<file path="config.mk">
export PLATFORM = sky130hd
export DESIGN_NAME = i2cstp_top
export DESIGN_NICKNAME = d
export VERILOG_FILES = /design/src/core/i2cstp_pkg.sv /design/src/core/i2cstp_sync.sv /design/src/core/i2cstp_top.sv
export SDC_FILE = /design/constraint.sdc
export NUM_CORES = 1
export LEC_CHECK = 0
export BUFFER_PORTS_ARGS = -buffer_cell sky130_fd_sc_hd__buf_2
export CAP_MARGIN = 20
export CORE_ASPECT_RATIO = 1.4
export CORE_UTILIZATION = 50
export CTS_CLUSTER_SIZE = 28
export DETAILED_ROUTE_END_ITERATION = 10
export GPL_ROUTABILITY_DRIVEN = 0
export MAX_ROUTING_LAYER = met4
export PLACE_DENSITY = 0.88
export SYNTH_ARGS = -nofsm -noshare
export SYNTH_HDL_FRONTEND = slang
export SYNTH_SLANG_ARGS = --single-unit
</file>
<file path="constraint.sdc">
create_clock -name pclk -period 2.2 [get_ports pclk]
set_input_delay 0.44 -clock pclk [delete_from_list [all_inputs] [get_ports pclk]]
set_output_delay 0.44 -clock pclk [all_outputs]
set_load 0.05 [all_outputs]
</file>
<file path="src/core/i2cstp_pkg.sv">
// Behaviour
// [RQ1] Stop drives data low first; clock released only after data sampled low.
// [RQ2] Released clock sampled high (stretch honoured), rate counter loads reload.
// [RQ3] Data released then sampled at counter timeout; low means bus collision.
// [RQ4] Clock sampled low before data rises during Stop is a collision.
// [RQ5] Collision sets bus collision flag and returns port logic to idle.
// [RQ6] Collision aborts condition, releases both lines, clears stop request bit.
// [RQ7] Clean Stop: data released, stop-seen set, stop request cleared, event flag.
// [RQ8] Bus line levels pass two flip-flops before any decision reads them.
`default_nettype none
package i2cstp_pkg;
  localparam logic [11:0] ADDR_RELOAD  = 12'h000;
  localparam logic [11:0] ADDR_BUF     = 12'h004;
  localparam logic [11:0] ADDR_CTRL1   = 12'h008;
  localparam logic [11:0] ADDR_CTRL2   = 12'h00C;
  localparam logic [11:0] ADDR_CTRL3   = 12'h010;
  localparam logic [11:0] ADDR_MASK    = 12'h014;
  localparam logic [11:0] ADDR_STATUS  = 12'h018;
  localparam logic [11:0] ADDR_IRQ_ST  = 12'h01C;
  localparam logic [11:0] ADDR_IRQ_EN  = 12'h020;
  // Field positions
  localparam int CTRL2_STOP_REQ_BIT = 2;
  localparam int CTRL1_ENABLE_BIT   = 5;
  localparam int CTRL1_WCOL_BIT     = 7;
  localparam int STATUS_STOP_BIT    = 4;
  localparam int IRQ_EVENT_BIT      = 0;
  localparam int IRQ_COLL_BIT       = 1;
  // Reset values
  localparam logic [7:0] RELOAD_RST = 8'h09;
  localparam logic [7:0] REG_RST    = 8'h00;
  typedef enum logic [2:0] {
    I2CSTP_IDLE, I2CSTP_DRIVE_SDA, I2CSTP_WAIT_SCL, I2CSTP_HOLD,
    I2CSTP_SAMPLE_SDA, I2CSTP_TAIL
  } i2cstp_state_t;
endpackage
`default_nettype wire

</file>
<file path="src/core/i2cstp_sync.sv">
`default_nettype none
module i2cstp_sync #(
  parameter int W = 2
) (
  // Clock and reset
  input  wire logic         pclk,
  input  wire logic         presetn,
  // Levels
  input  wire logic [W-1:0] async_in,
  output logic      [W-1:0] sync_out
);
  logic [W-1:0] meta_ff;
  always_ff @(posedge pclk or negedge presetn) begin
    if (!presetn) begin
      meta_ff  <= '1;
      sync_out <= '1;
    end else begin
      meta_ff  <= async_in;
      sync_out <= meta_ff;
    end
  end
endmodule
`default_nettype wire

</file>
<file path="src/core/i2cstp_top.sv">
// Local design decisions: the register offsets and the APB register port.
`default_nettype none
module i2cstp_top
  import i2cstp_pkg::*;
(
  // APB
  input  wire logic        pclk,
  input  wire logic        presetn,
  input  wire logic        psel,
  input  wire logic        penable,
  input  wire logic        pwrite,
  input  wire logic [11:0] paddr,
  input  wire logic [31:0] pwdata,
  output logic      [31:0] prdata,
  output logic             pready,
  output logic             pslverr,
  // Two-wire bus, open drain
  input  wire logic        serial_data_pin_in,
  output logic             serial_data_pin_out,
  output logic             serial_data_pin_oe,
  input  wire logic        serial_clock_pin_in,
  output logic             serial_clock_pin_out,
  output logic             serial_clock_pin_oe,
  // Interrupt
  output logic             irq
);
  ////////////////////////////////////////////////////////////////////////
  logic [7:0]    reload_value_register_ff;
  logic [7:0]    buf_ff;
  logic [7:0]    ctrl1_ff;
  logic [7:0]    port_control_second_ff;
  logic [7:0]    ctrl3_ff;
  logic [7:0]    mask_ff;
  logic          stop_seen_ff;
  logic [1:0]    irq_st_ff;
  logic [1:0]    irq_en_ff;
  logic [7:0]    rate_counter_ff;
  logic          sda_low_ff;
  logic          scl_low_ff;
  i2cstp_state_t state_ff;
  i2cstp_state_t nxt_state;
  logic          sda_s;
  logic          scl_s;
  logic          wr_en;
  logic          rd_en;
  logic          addr_ok;
  logic          stop_done;
  logic          collision;
  logic          counter_zero;
  logic          counter_load;
  logic          stop_seen_set;

  function automatic logic hit(input logic [11:0] a, input logic [11:0] r);
    return a == r;
  endfunction

  ////////////////////////////////////////////////////////////////////////
  // Bus line synchroniser
  i2cstp_sync #(.W(2)) u_sync (
    .pclk     (pclk),
    .presetn  (presetn),
    .async_in ({serial_data_pin_in, serial_clock_pin_in}),
    .sync_out ({sda_s, scl_s})  // [RQ8]
  );

  ////////////////////////////////////////////////////////////////////////
  // APB slave, zero wait states
  assign pready = 1'b1;
  assign wr_en  = psel && penable && pwrite;
  assign rd_en  = psel && !penable && !pwrite;
  always_comb begin
    addr_ok = hit(paddr, ADDR_RELOAD) || hit(paddr, ADDR_BUF)
           || hit(paddr, ADDR_CTRL1) || hit(paddr, ADDR_CTRL2)
           || hit(paddr, ADDR_CTRL3) || hit(paddr, ADDR_MASK)
           || hit(paddr, ADDR_STATUS) || hit(paddr, ADDR_IRQ_ST)
           || hit(paddr, ADDR_IRQ_EN);
  end
  assign pslverr = psel && penable && !addr_ok;

  // Read data captured in setup so it is stable during access
  always_ff @(posedge pclk or negedge presetn) begin
    if (!presetn) begin
      prdata <= 32'h00000000;
    end else if (rd_en) begin
      case (paddr)
        ADDR_RELOAD: prdata <= {24'h000000, reload_value_register_ff};
        ADDR_BUF:    prdata <= {24'h000000, buf_ff};
        ADDR_CTRL1:  prdata <= {24'h000000, ctrl1_ff};
        ADDR_CTRL2:  prdata <= {24'h000000, port_control_second_ff};
        ADDR_CTRL3:  prdata <= {24'h000000, ctrl3_ff};
        ADDR_MASK:   prdata <= {24'h000000, mask_ff};
        ADDR_STATUS: prdata <= {27'h0000000, stop_seen_ff, 4'h0};
        ADDR_IRQ_ST: prdata <= {30'h00000000, irq_st_ff};
        ADDR_IRQ_EN: prdata <= {30'h00000000, irq_en_ff};
        default:     prdata <= 32'h00000000;
      endcase
    end
  end

  ////////////////////////////////////////////////////////////////////////
  // Plain registers
  always_ff @(posedge pclk or negedge presetn) begin
    if (!presetn) begin
      reload_value_register_ff <= RELOAD_RST;
      ctrl3_ff                 <= REG_RST;
      mask_ff                  <= REG_RST;
      irq_en_ff                <= 2'h0;
    end else if (wr_en) begin
      if (hit(paddr, ADDR_RELOAD)) reload_value_register_ff <= pwdata[7:0];
      if (hit(paddr, ADDR_CTRL3))  ctrl3_ff  <= pwdata[7:0];
      if (hit(paddr, ADDR_MASK))   mask_ff   <= pwdata[7:0];
      if (hit(paddr, ADDR_IRQ_EN)) irq_en_ff <= pwdata[1:0];
    end
  end

  // Buffer write during a Stop is refused and flags a write collision
  always_ff @(posedge pclk or negedge presetn) begin
    if (!presetn) begin
      buf_ff   <= REG_RST;
      ctrl1_ff <= REG_RST;
    end else if (wr_en && hit(paddr, ADDR_BUF)) begin
      if (state_ff != I2CSTP_IDLE) begin
        ctrl1_ff[CTRL1_WCOL_BIT] <= 1'b1;
      end else begin
        buf_ff <= pwdata[7:0];
      end
    end else if (wr_en && hit(paddr, ADDR_CTRL1)) begin
      ctrl1_ff <= pwdata[7:0];
    end
  end

  // Stop request: hardware clear takes precedence over disable and software write
  always_ff @(posedge pclk or negedge presetn) begin
    if (!presetn) begin
      port_control_second_ff <= REG_RST;
    end else if (collision || stop_done) begin
      port_control_second_ff[CTRL2_STOP_REQ_BIT] <= 1'b0;  // [RQ6] [RQ7]
    end else if (!ctrl1_ff[CTRL1_ENABLE_BIT]) begin
      port_control_second_ff <= REG_RST;
    end else if (wr_en && hit(paddr, ADDR_CTRL2)) begin
      port_control_second_ff <= pwdata[7:0];
    end
  end

  ////////////////////////////////////////////////////////////////////////
  // Rate counter
  assign counter_zero = (rate_counter_ff == 8'h00);
  always_ff @(posedge pclk or negedge presetn) begin
    if (!presetn) begin
      rate_counter_ff <= 8'h00;
    end else if (counter_load) begin
      rate_counter_ff <= reload_value_register_ff;  // [RQ2]
    end else if (!counter_zero) begin
      rate_counter_ff <= rate_counter_ff - 8'h01;
    end
  end

  ////////////////////////////////////////////////////////////////////////
  // Stop sequencer
  always_comb begin
    nxt_state     = state_ff;
    counter_load  = 1'b0;
    collision     = 1'b0;
    stop_done     = 1'b0;
    stop_seen_set = 1'b0;
    case (state_ff)
      I2CSTP_IDLE: begin
        if (ctrl1_ff[CTRL1_ENABLE_BIT]
            && port_control_second_ff[CTRL2_STOP_REQ_BIT]) begin
          nxt_state = I2CSTP_DRIVE_SDA;
        end
      end
      I2CSTP_DRIVE_SDA: begin
        if (!sda_s) begin
          nxt_state = I2CSTP_WAIT_SCL;  // [RQ1]
        end
      end
      I2CSTP_WAIT_SCL: begin
        if (scl_s) begin
          counter_load = 1'b1;  // [RQ2]
          nxt_state    = I2CSTP_HOLD;
        end
      end
      I2CSTP_HOLD: begin
        if (!scl_s) begin
          collision = 1'b1;  // [RQ4]
        end else if (counter_zero) begin
          counter_load = 1'b1;  // [RQ7]
          nxt_state    = I2CSTP_SAMPLE_SDA;
        end
      end
      I2CSTP_SAMPLE_SDA: begin
        if (!scl_s && !sda_s) begin
          collision = 1'b1;  // [RQ4]
        end else if (counter_zero) begin
          if (!sda_s) begin
            collision = 1'b1;  // [RQ3]
          end else begin
            counter_load = 1'b1;
            nxt_state    = I2CSTP_TAIL;
          end
        end
        if (sda_s && scl_s) begin
          stop_seen_set = 1'b1;  // [RQ7]
        end
      end
      I2CSTP_TAIL: begin
        if (counter_zero) begin
          stop_done = 1'b1;  // [RQ7]
          nxt_state = I2CSTP_IDLE;
        end
      end
      default: nxt_state = I2CSTP_IDLE;
    endcase
    if (collision) begin
      nxt_state = I2CSTP_IDLE;  // [RQ5]
    end
    if (!ctrl1_ff[CTRL1_ENABLE_BIT]) begin
      nxt_state = I2CSTP_IDLE;
    end
  end

  always_ff @(posedge pclk or negedge presetn) begin
    if (!presetn) begin
      state_ff <= I2CSTP_IDLE;
    end else begin
      state_ff <= nxt_state;
    end
  end

  // Line drive: collision or idle releases both lines
  always_ff @(posedge pclk or negedge presetn) begin
    if (!presetn) begin
      sda_low_ff <= 1'b0;
      scl_low_ff <= 1'b0;
    end else begin
      case (nxt_state)
        I2CSTP_DRIVE_SDA: begin
          sda_low_ff <= 1'b1;  // [RQ1]
          scl_low_ff <= 1'b1;
        end
        I2CSTP_WAIT_SCL, I2CSTP_HOLD: begin
          sda_low_ff <= 1'b1;
          scl_low_ff <= 1'b0;  // [RQ1]
        end
        default: begin
          sda_low_ff <= 1'b0;  // [RQ6] [RQ7]
          scl_low_ff <= 1'b0;
        end
      endcase
    end
  end

  assign serial_data_pin_out  = 1'b0;
  assign serial_data_pin_oe   = sda_low_ff;
  assign serial_clock_pin_out = 1'b0;
  assign serial_clock_pin_oe  = scl_low_ff;

  ////////////////////////////////////////////////////////////////////////
  // Stop-seen status, cleared when a new Stop is requested or port off
  always_ff @(posedge pclk or negedge presetn) begin
    if (!presetn) begin
      stop_seen_ff <= 1'b0;
    end else if (stop_seen_set) begin
      stop_seen_ff <= 1'b1;  // [RQ7]
    end else if (!ctrl1_ff[CTRL1_ENABLE_BIT]
                 || state_ff == I2CSTP_DRIVE_SDA) begin
      stop_seen_ff <= 1'b0;
    end
  end

  // Sticky events; set beats write-one-to-clear
  always_ff @(posedge pclk or negedge presetn) begin
    if (!presetn) begin
      irq_st_ff <= 2'h0;
    end else begin
      for (int i = 0; i < 2; i++) begin
        if (i == IRQ_EVENT_BIT && stop_done) begin
          irq_st_ff[i] <= 1'b1;  // [RQ7]
        end else if (i == IRQ_COLL_BIT && collision) begin
          irq_st_ff[i] <= 1'b1;  // [RQ5]
        end else if (wr_en && hit(paddr, ADDR_IRQ_ST) && pwdata[i]) begin
          irq_st_ff[i] <= 1'b0;
        end
      end
    end
  end

  assign irq = |(irq_st_ff & irq_en_ff);
endmodule
`default_nettype wire

</file>
==> out/results.ini <==
[grt]
first_pass_grt_wire_length_um = 16200
antenna_found_initial = 0
grt_pass1_vias = 3244
grt_max_degree = 62
grt_overflow = 0
total_global_routing_track_utilization = 0.253

[routing]
drt-pass1-iter-count = 6
antenna_left = 0
via_per_inst = 5.96
num_vias = 3153
initialDrtViolationCount = 381
routed_wirelength_normalized_by_instance_count_um = 18.8
post-route-drc-count = 0
route.final.wire_length_um = 9950

[layout]
multi_input_area_um2 = 2020
diode_insertion_count_for_antenna_repair = 0
design_area_um2 = 4920
area.growth.synth_to_final_pct = 16.6
finalNonFillerCells = 529
register_area_um2 = 1960
final_net_count = 475
final_layout_size_suffix_gt1_frac = 0.368
nFillCells = 602

[power]
cell_internal_pwr_w = 0.00298
power_per_cell_area_nw_per_um2 = 886
post-layout-total-power_w = 0.00436
net-switching-power_w = 0.00138
power.share.clock = 0.343
share_seq_of_total_power = 0.388
ir_worst_vdd_uv = 532
p_sw_frac = 0.317
cellLeakagePower_nw = 2.38
combinationalPowerShare = 0.269

[sta]
drv_slew = 0
fin_worst_hold_slack_ns = 0.206
period_share = 0.943
final-setup-viol-count = 0
setup_ws_ns = 0.125
timing.final.crit_period_ns = 2.08
grt_setup_unrepaired = false
timing_hold_violations_final = 0
worst_clock_skew_ns = 0.00819
fmax_ghz = 0.482

[logic_synthesis]
synth_top_cell_area_share = 0.427
number_of_cells_produced_by_synthesis = 360
synth_sequential_area_ratio = 0.464
asyncSetResetFlopFracSynth = 1.00
synth_area_leader = sky130_fd_sc_hd__dfrtp_1
number_of_flops_mapped_to_enable_cells_by_yosys = 0
dominantRegCellSynth = sky130_fd_sc_hd__dfrtp_1
top_cells_by_area_synth = sky130_fd_sc_hd__dfrtp_1, sky130_fd_sc_hd__mux2_2, sky130_fd_sc_hd__buf_4
syn-mean-instance-area_um2 = 11.7
ys_seq_elements = 78
syn_area_um2 = 4220
synth.lib_cells_used.distinct = 60
synth-warning-count = 0

[critical_path]
data_required_time_at_the_worst_endpoint_ns = 1.76
setup.worst_path.class = input port to primary output
timing.critical_path.fanout_max = 3
critical_path.top_delay_family = simple AND/OR/NAND/NOR gates
crit_buf_inv = 2
crit_path_max_incr_delay_ns = 0.36
timing.critical_path.to_type = primary output
crit_path_cell_trace = buf_2 > nor4_4 > o2111ai_1 > and3_1 > buf_2
critPathLaunchType = input port
crit_slowest_cell = sky130_fd_sc_hd__nor4_4
cpMostUsedCell = sky130_fd_sc_hd__buf_2
worst-endpoint-arrival_ns = 1.64

[floorplanning]
initial_utilization = 0.515
core-area_um2 = 8200
die_height_um = 111
ioPinCount = 90
die_area_um2 = 8820
dieWidth_um = 79.7
fp-row-count = 39

[cts]
cts_buffers = 9
clk_transition_reported_paths_ns = 0.05
cts_buffer_depth = 2
clk_root_buffer_cell = sky130_fd_sc_hd__clkbuf_16
h-tree-depth = 3
tritoncts = built
cts.sink_count = 78
clk-insertion-delay-late_ns = 0.34

[place]
dpl_cell_area_um2 = 4590
placed_cells_incl_taps = 510
place_hpwl_um = 7090
portBuffers = 38
place_ws_ns = -0.0944

[flow_run]
maxCapViolations = 0

[run_status]
outcome = completed

[min_path]
min-delay-path-class = input port to flip-flop

area by class of cell:
cell class / count / area share
well taps: 102 / 0.0259
flip-flops and latches: 78 / 0.398
repair buffers: 70 / 0.0935
inverters: 15 / 0.0114
clock inverters: 3 / 0.00864
clock buffers: 13 / 0.0528
multi-input cells: 248 / 0.410
power groups by stage:
stage / Sequential, W / Clock, W / Combinational, W
2_1_floorplan: 0.00174 / 0 / 0.000784
3_3_place_gp: 0.00170 / 0 / 0.00110
3_5_place_dp: 0.00171 / 0 / 0.00115
4_1_cts: 0.00168 / 0.00151 / 0.00117
5_1_grt: 0.00170 / 0.00157 / 0.00128
6_report: 0.00169 / 0.00150 / 0.00117
timing repair:
action / 4_1_cts / 5_1_grt
buffers inserted: 0 / 2
setup endpoints to repair: 0 / 4
hold buffers: 1 / 0
resized for setup: 0 / 1
hold endpoints to repair: 13 / 0
metrics by stage:
step	util	setup TNS, ns
after floorplan	-	0
after global placement	0.560	0
after detailed placement	0.560	-0.787
after CTS	0.598	0
after global routing	0.601	0
final	0.601	0
worst paths after layout:
path | start | to | slack [ns] | cells after the start
min in group asynchronous | presetn | state_ff[2] | 0.52 | 2
worst min register to register | u_sync.meta_ff[1] | u_sync.sync_out[1] | 0.35 | 0
max in group asynchronous | presetn | reload_value_register_ff[0] | 1.05 | 3
worst min-delay path | serial_clock_pin_in | u_sync.meta_ff[0] | 0.21 | 1
worst max register to register | state_ff[1] | port_control_second_ff[6] | 0.15 | 4
worst max-delay path | paddr[8] | pslverr | 0.12 | 5
per-layer routing:
layer / GRT usage / vias to the layer above / share of wire
met3: 0.0510 / 46 / 0.054
met2: 0.390 / 158 / 0.51
met1: 0.288 / 1562 / 0.38
met5: - / - / 0
met4: 0.181 / 0 / 0.061
li1: - / 1387 / -
Yosys cell counts, types with 5 or more instances:
master and n:
sky130_fd_sc_hd__dfrtp_1 72, sky130_fd_sc_hd__mux2_2 38, sky130_fd_sc_hd__buf_4 28, sky130_fd_sc_hd__nand2_1 19, sky130_fd_sc_hd__o21ai_0 17, sky130_fd_sc_hd__inv_1 15, sky130_fd_sc_hd__a21oi_1 11, sky130_fd_sc_hd__mux2i_1 11
sky130_fd_sc_hd__clkbuf_1 8, sky130_fd_sc_hd__mux2_4 8, sky130_fd_sc_hd__nand3_1 8, sky130_fd_sc_hd__o2bb2ai_1 8, sky130_fd_sc_hd__buf_2 7, sky130_fd_sc_hd__mux4_2 7, sky130_fd_sc_hd__nor2_1 7, sky130_fd_sc_hd__dfstp_2 6
sky130_fd_sc_hd__a21o_1 5
flip-flops by register name (all words and copies together) (netlist names):
register                  flops
port_control_second_ff        8
irq_en_ff                     2
u_sync.meta_ff                2
buf_ff                        8
prdata                        8
state_ff                      3
serial_clock_pin_oe           1
ctrl1_ff                      8
irq_st_ff                     2
mask_ff                       8
ctrl3_ff                      8
reload_value_register_ff      8
serial_data_pin_oe            1
u_sync.sync_out               2
rate_counter_ff               8
stop_seen_ff                  1
cell families after synthesis:
kind of cell,Yosys count,share of synthesized area
adder cells (fa/ha/maj),2,0.00592
flip-flops,78,0.464
AND/OR/NAND/NOR,80,0.129
XOR/XNOR,3,0.00622
other,2,0.00178
buffers and inverters,59,0.0812
multiplexers,64,0.193
AO/OA/AOI/OAI,72,0.119
worst register-to-register path: stages (launching register included):
cell and delay, ns:
sky130_fd_sc_hd__dfrtp_1 0.52, sky130_fd_sc_hd__or4b_2 0.72, sky130_fd_sc_hd__a21oi_1 0.24, sky130_fd_sc_hd__a211o_1 0.32
sky130_fd_sc_hd__o2bb2ai_1 0.17
placed cells by master, fill, tap and decap left out, types with 5 or more instances in the layout:
cell type	count
sky130_fd_sc_hd__a21o_1	5
sky130_fd_sc_hd__a21oi_1	11
sky130_fd_sc_hd__buf_2	37
sky130_fd_sc_hd__buf_4	30
sky130_fd_sc_hd__clkbuf_16	9
sky130_fd_sc_hd__conb_1	27
sky130_fd_sc_hd__dfrtp_1	72
sky130_fd_sc_hd__dfstp_2	6
sky130_fd_sc_hd__inv_1	15
sky130_fd_sc_hd__mux2_2	38
sky130_fd_sc_hd__mux2_4	8
sky130_fd_sc_hd__mux2i_1	11
sky130_fd_sc_hd__mux4_2	7
sky130_fd_sc_hd__nand2_1	19
sky130_fd_sc_hd__nand3_1	8
sky130_fd_sc_hd__nor2_1	7
sky130_fd_sc_hd__o21ai_0	17
sky130_fd_sc_hd__o2bb2ai_1	8
Note: power is estimated with default switching activity, not from simulation.
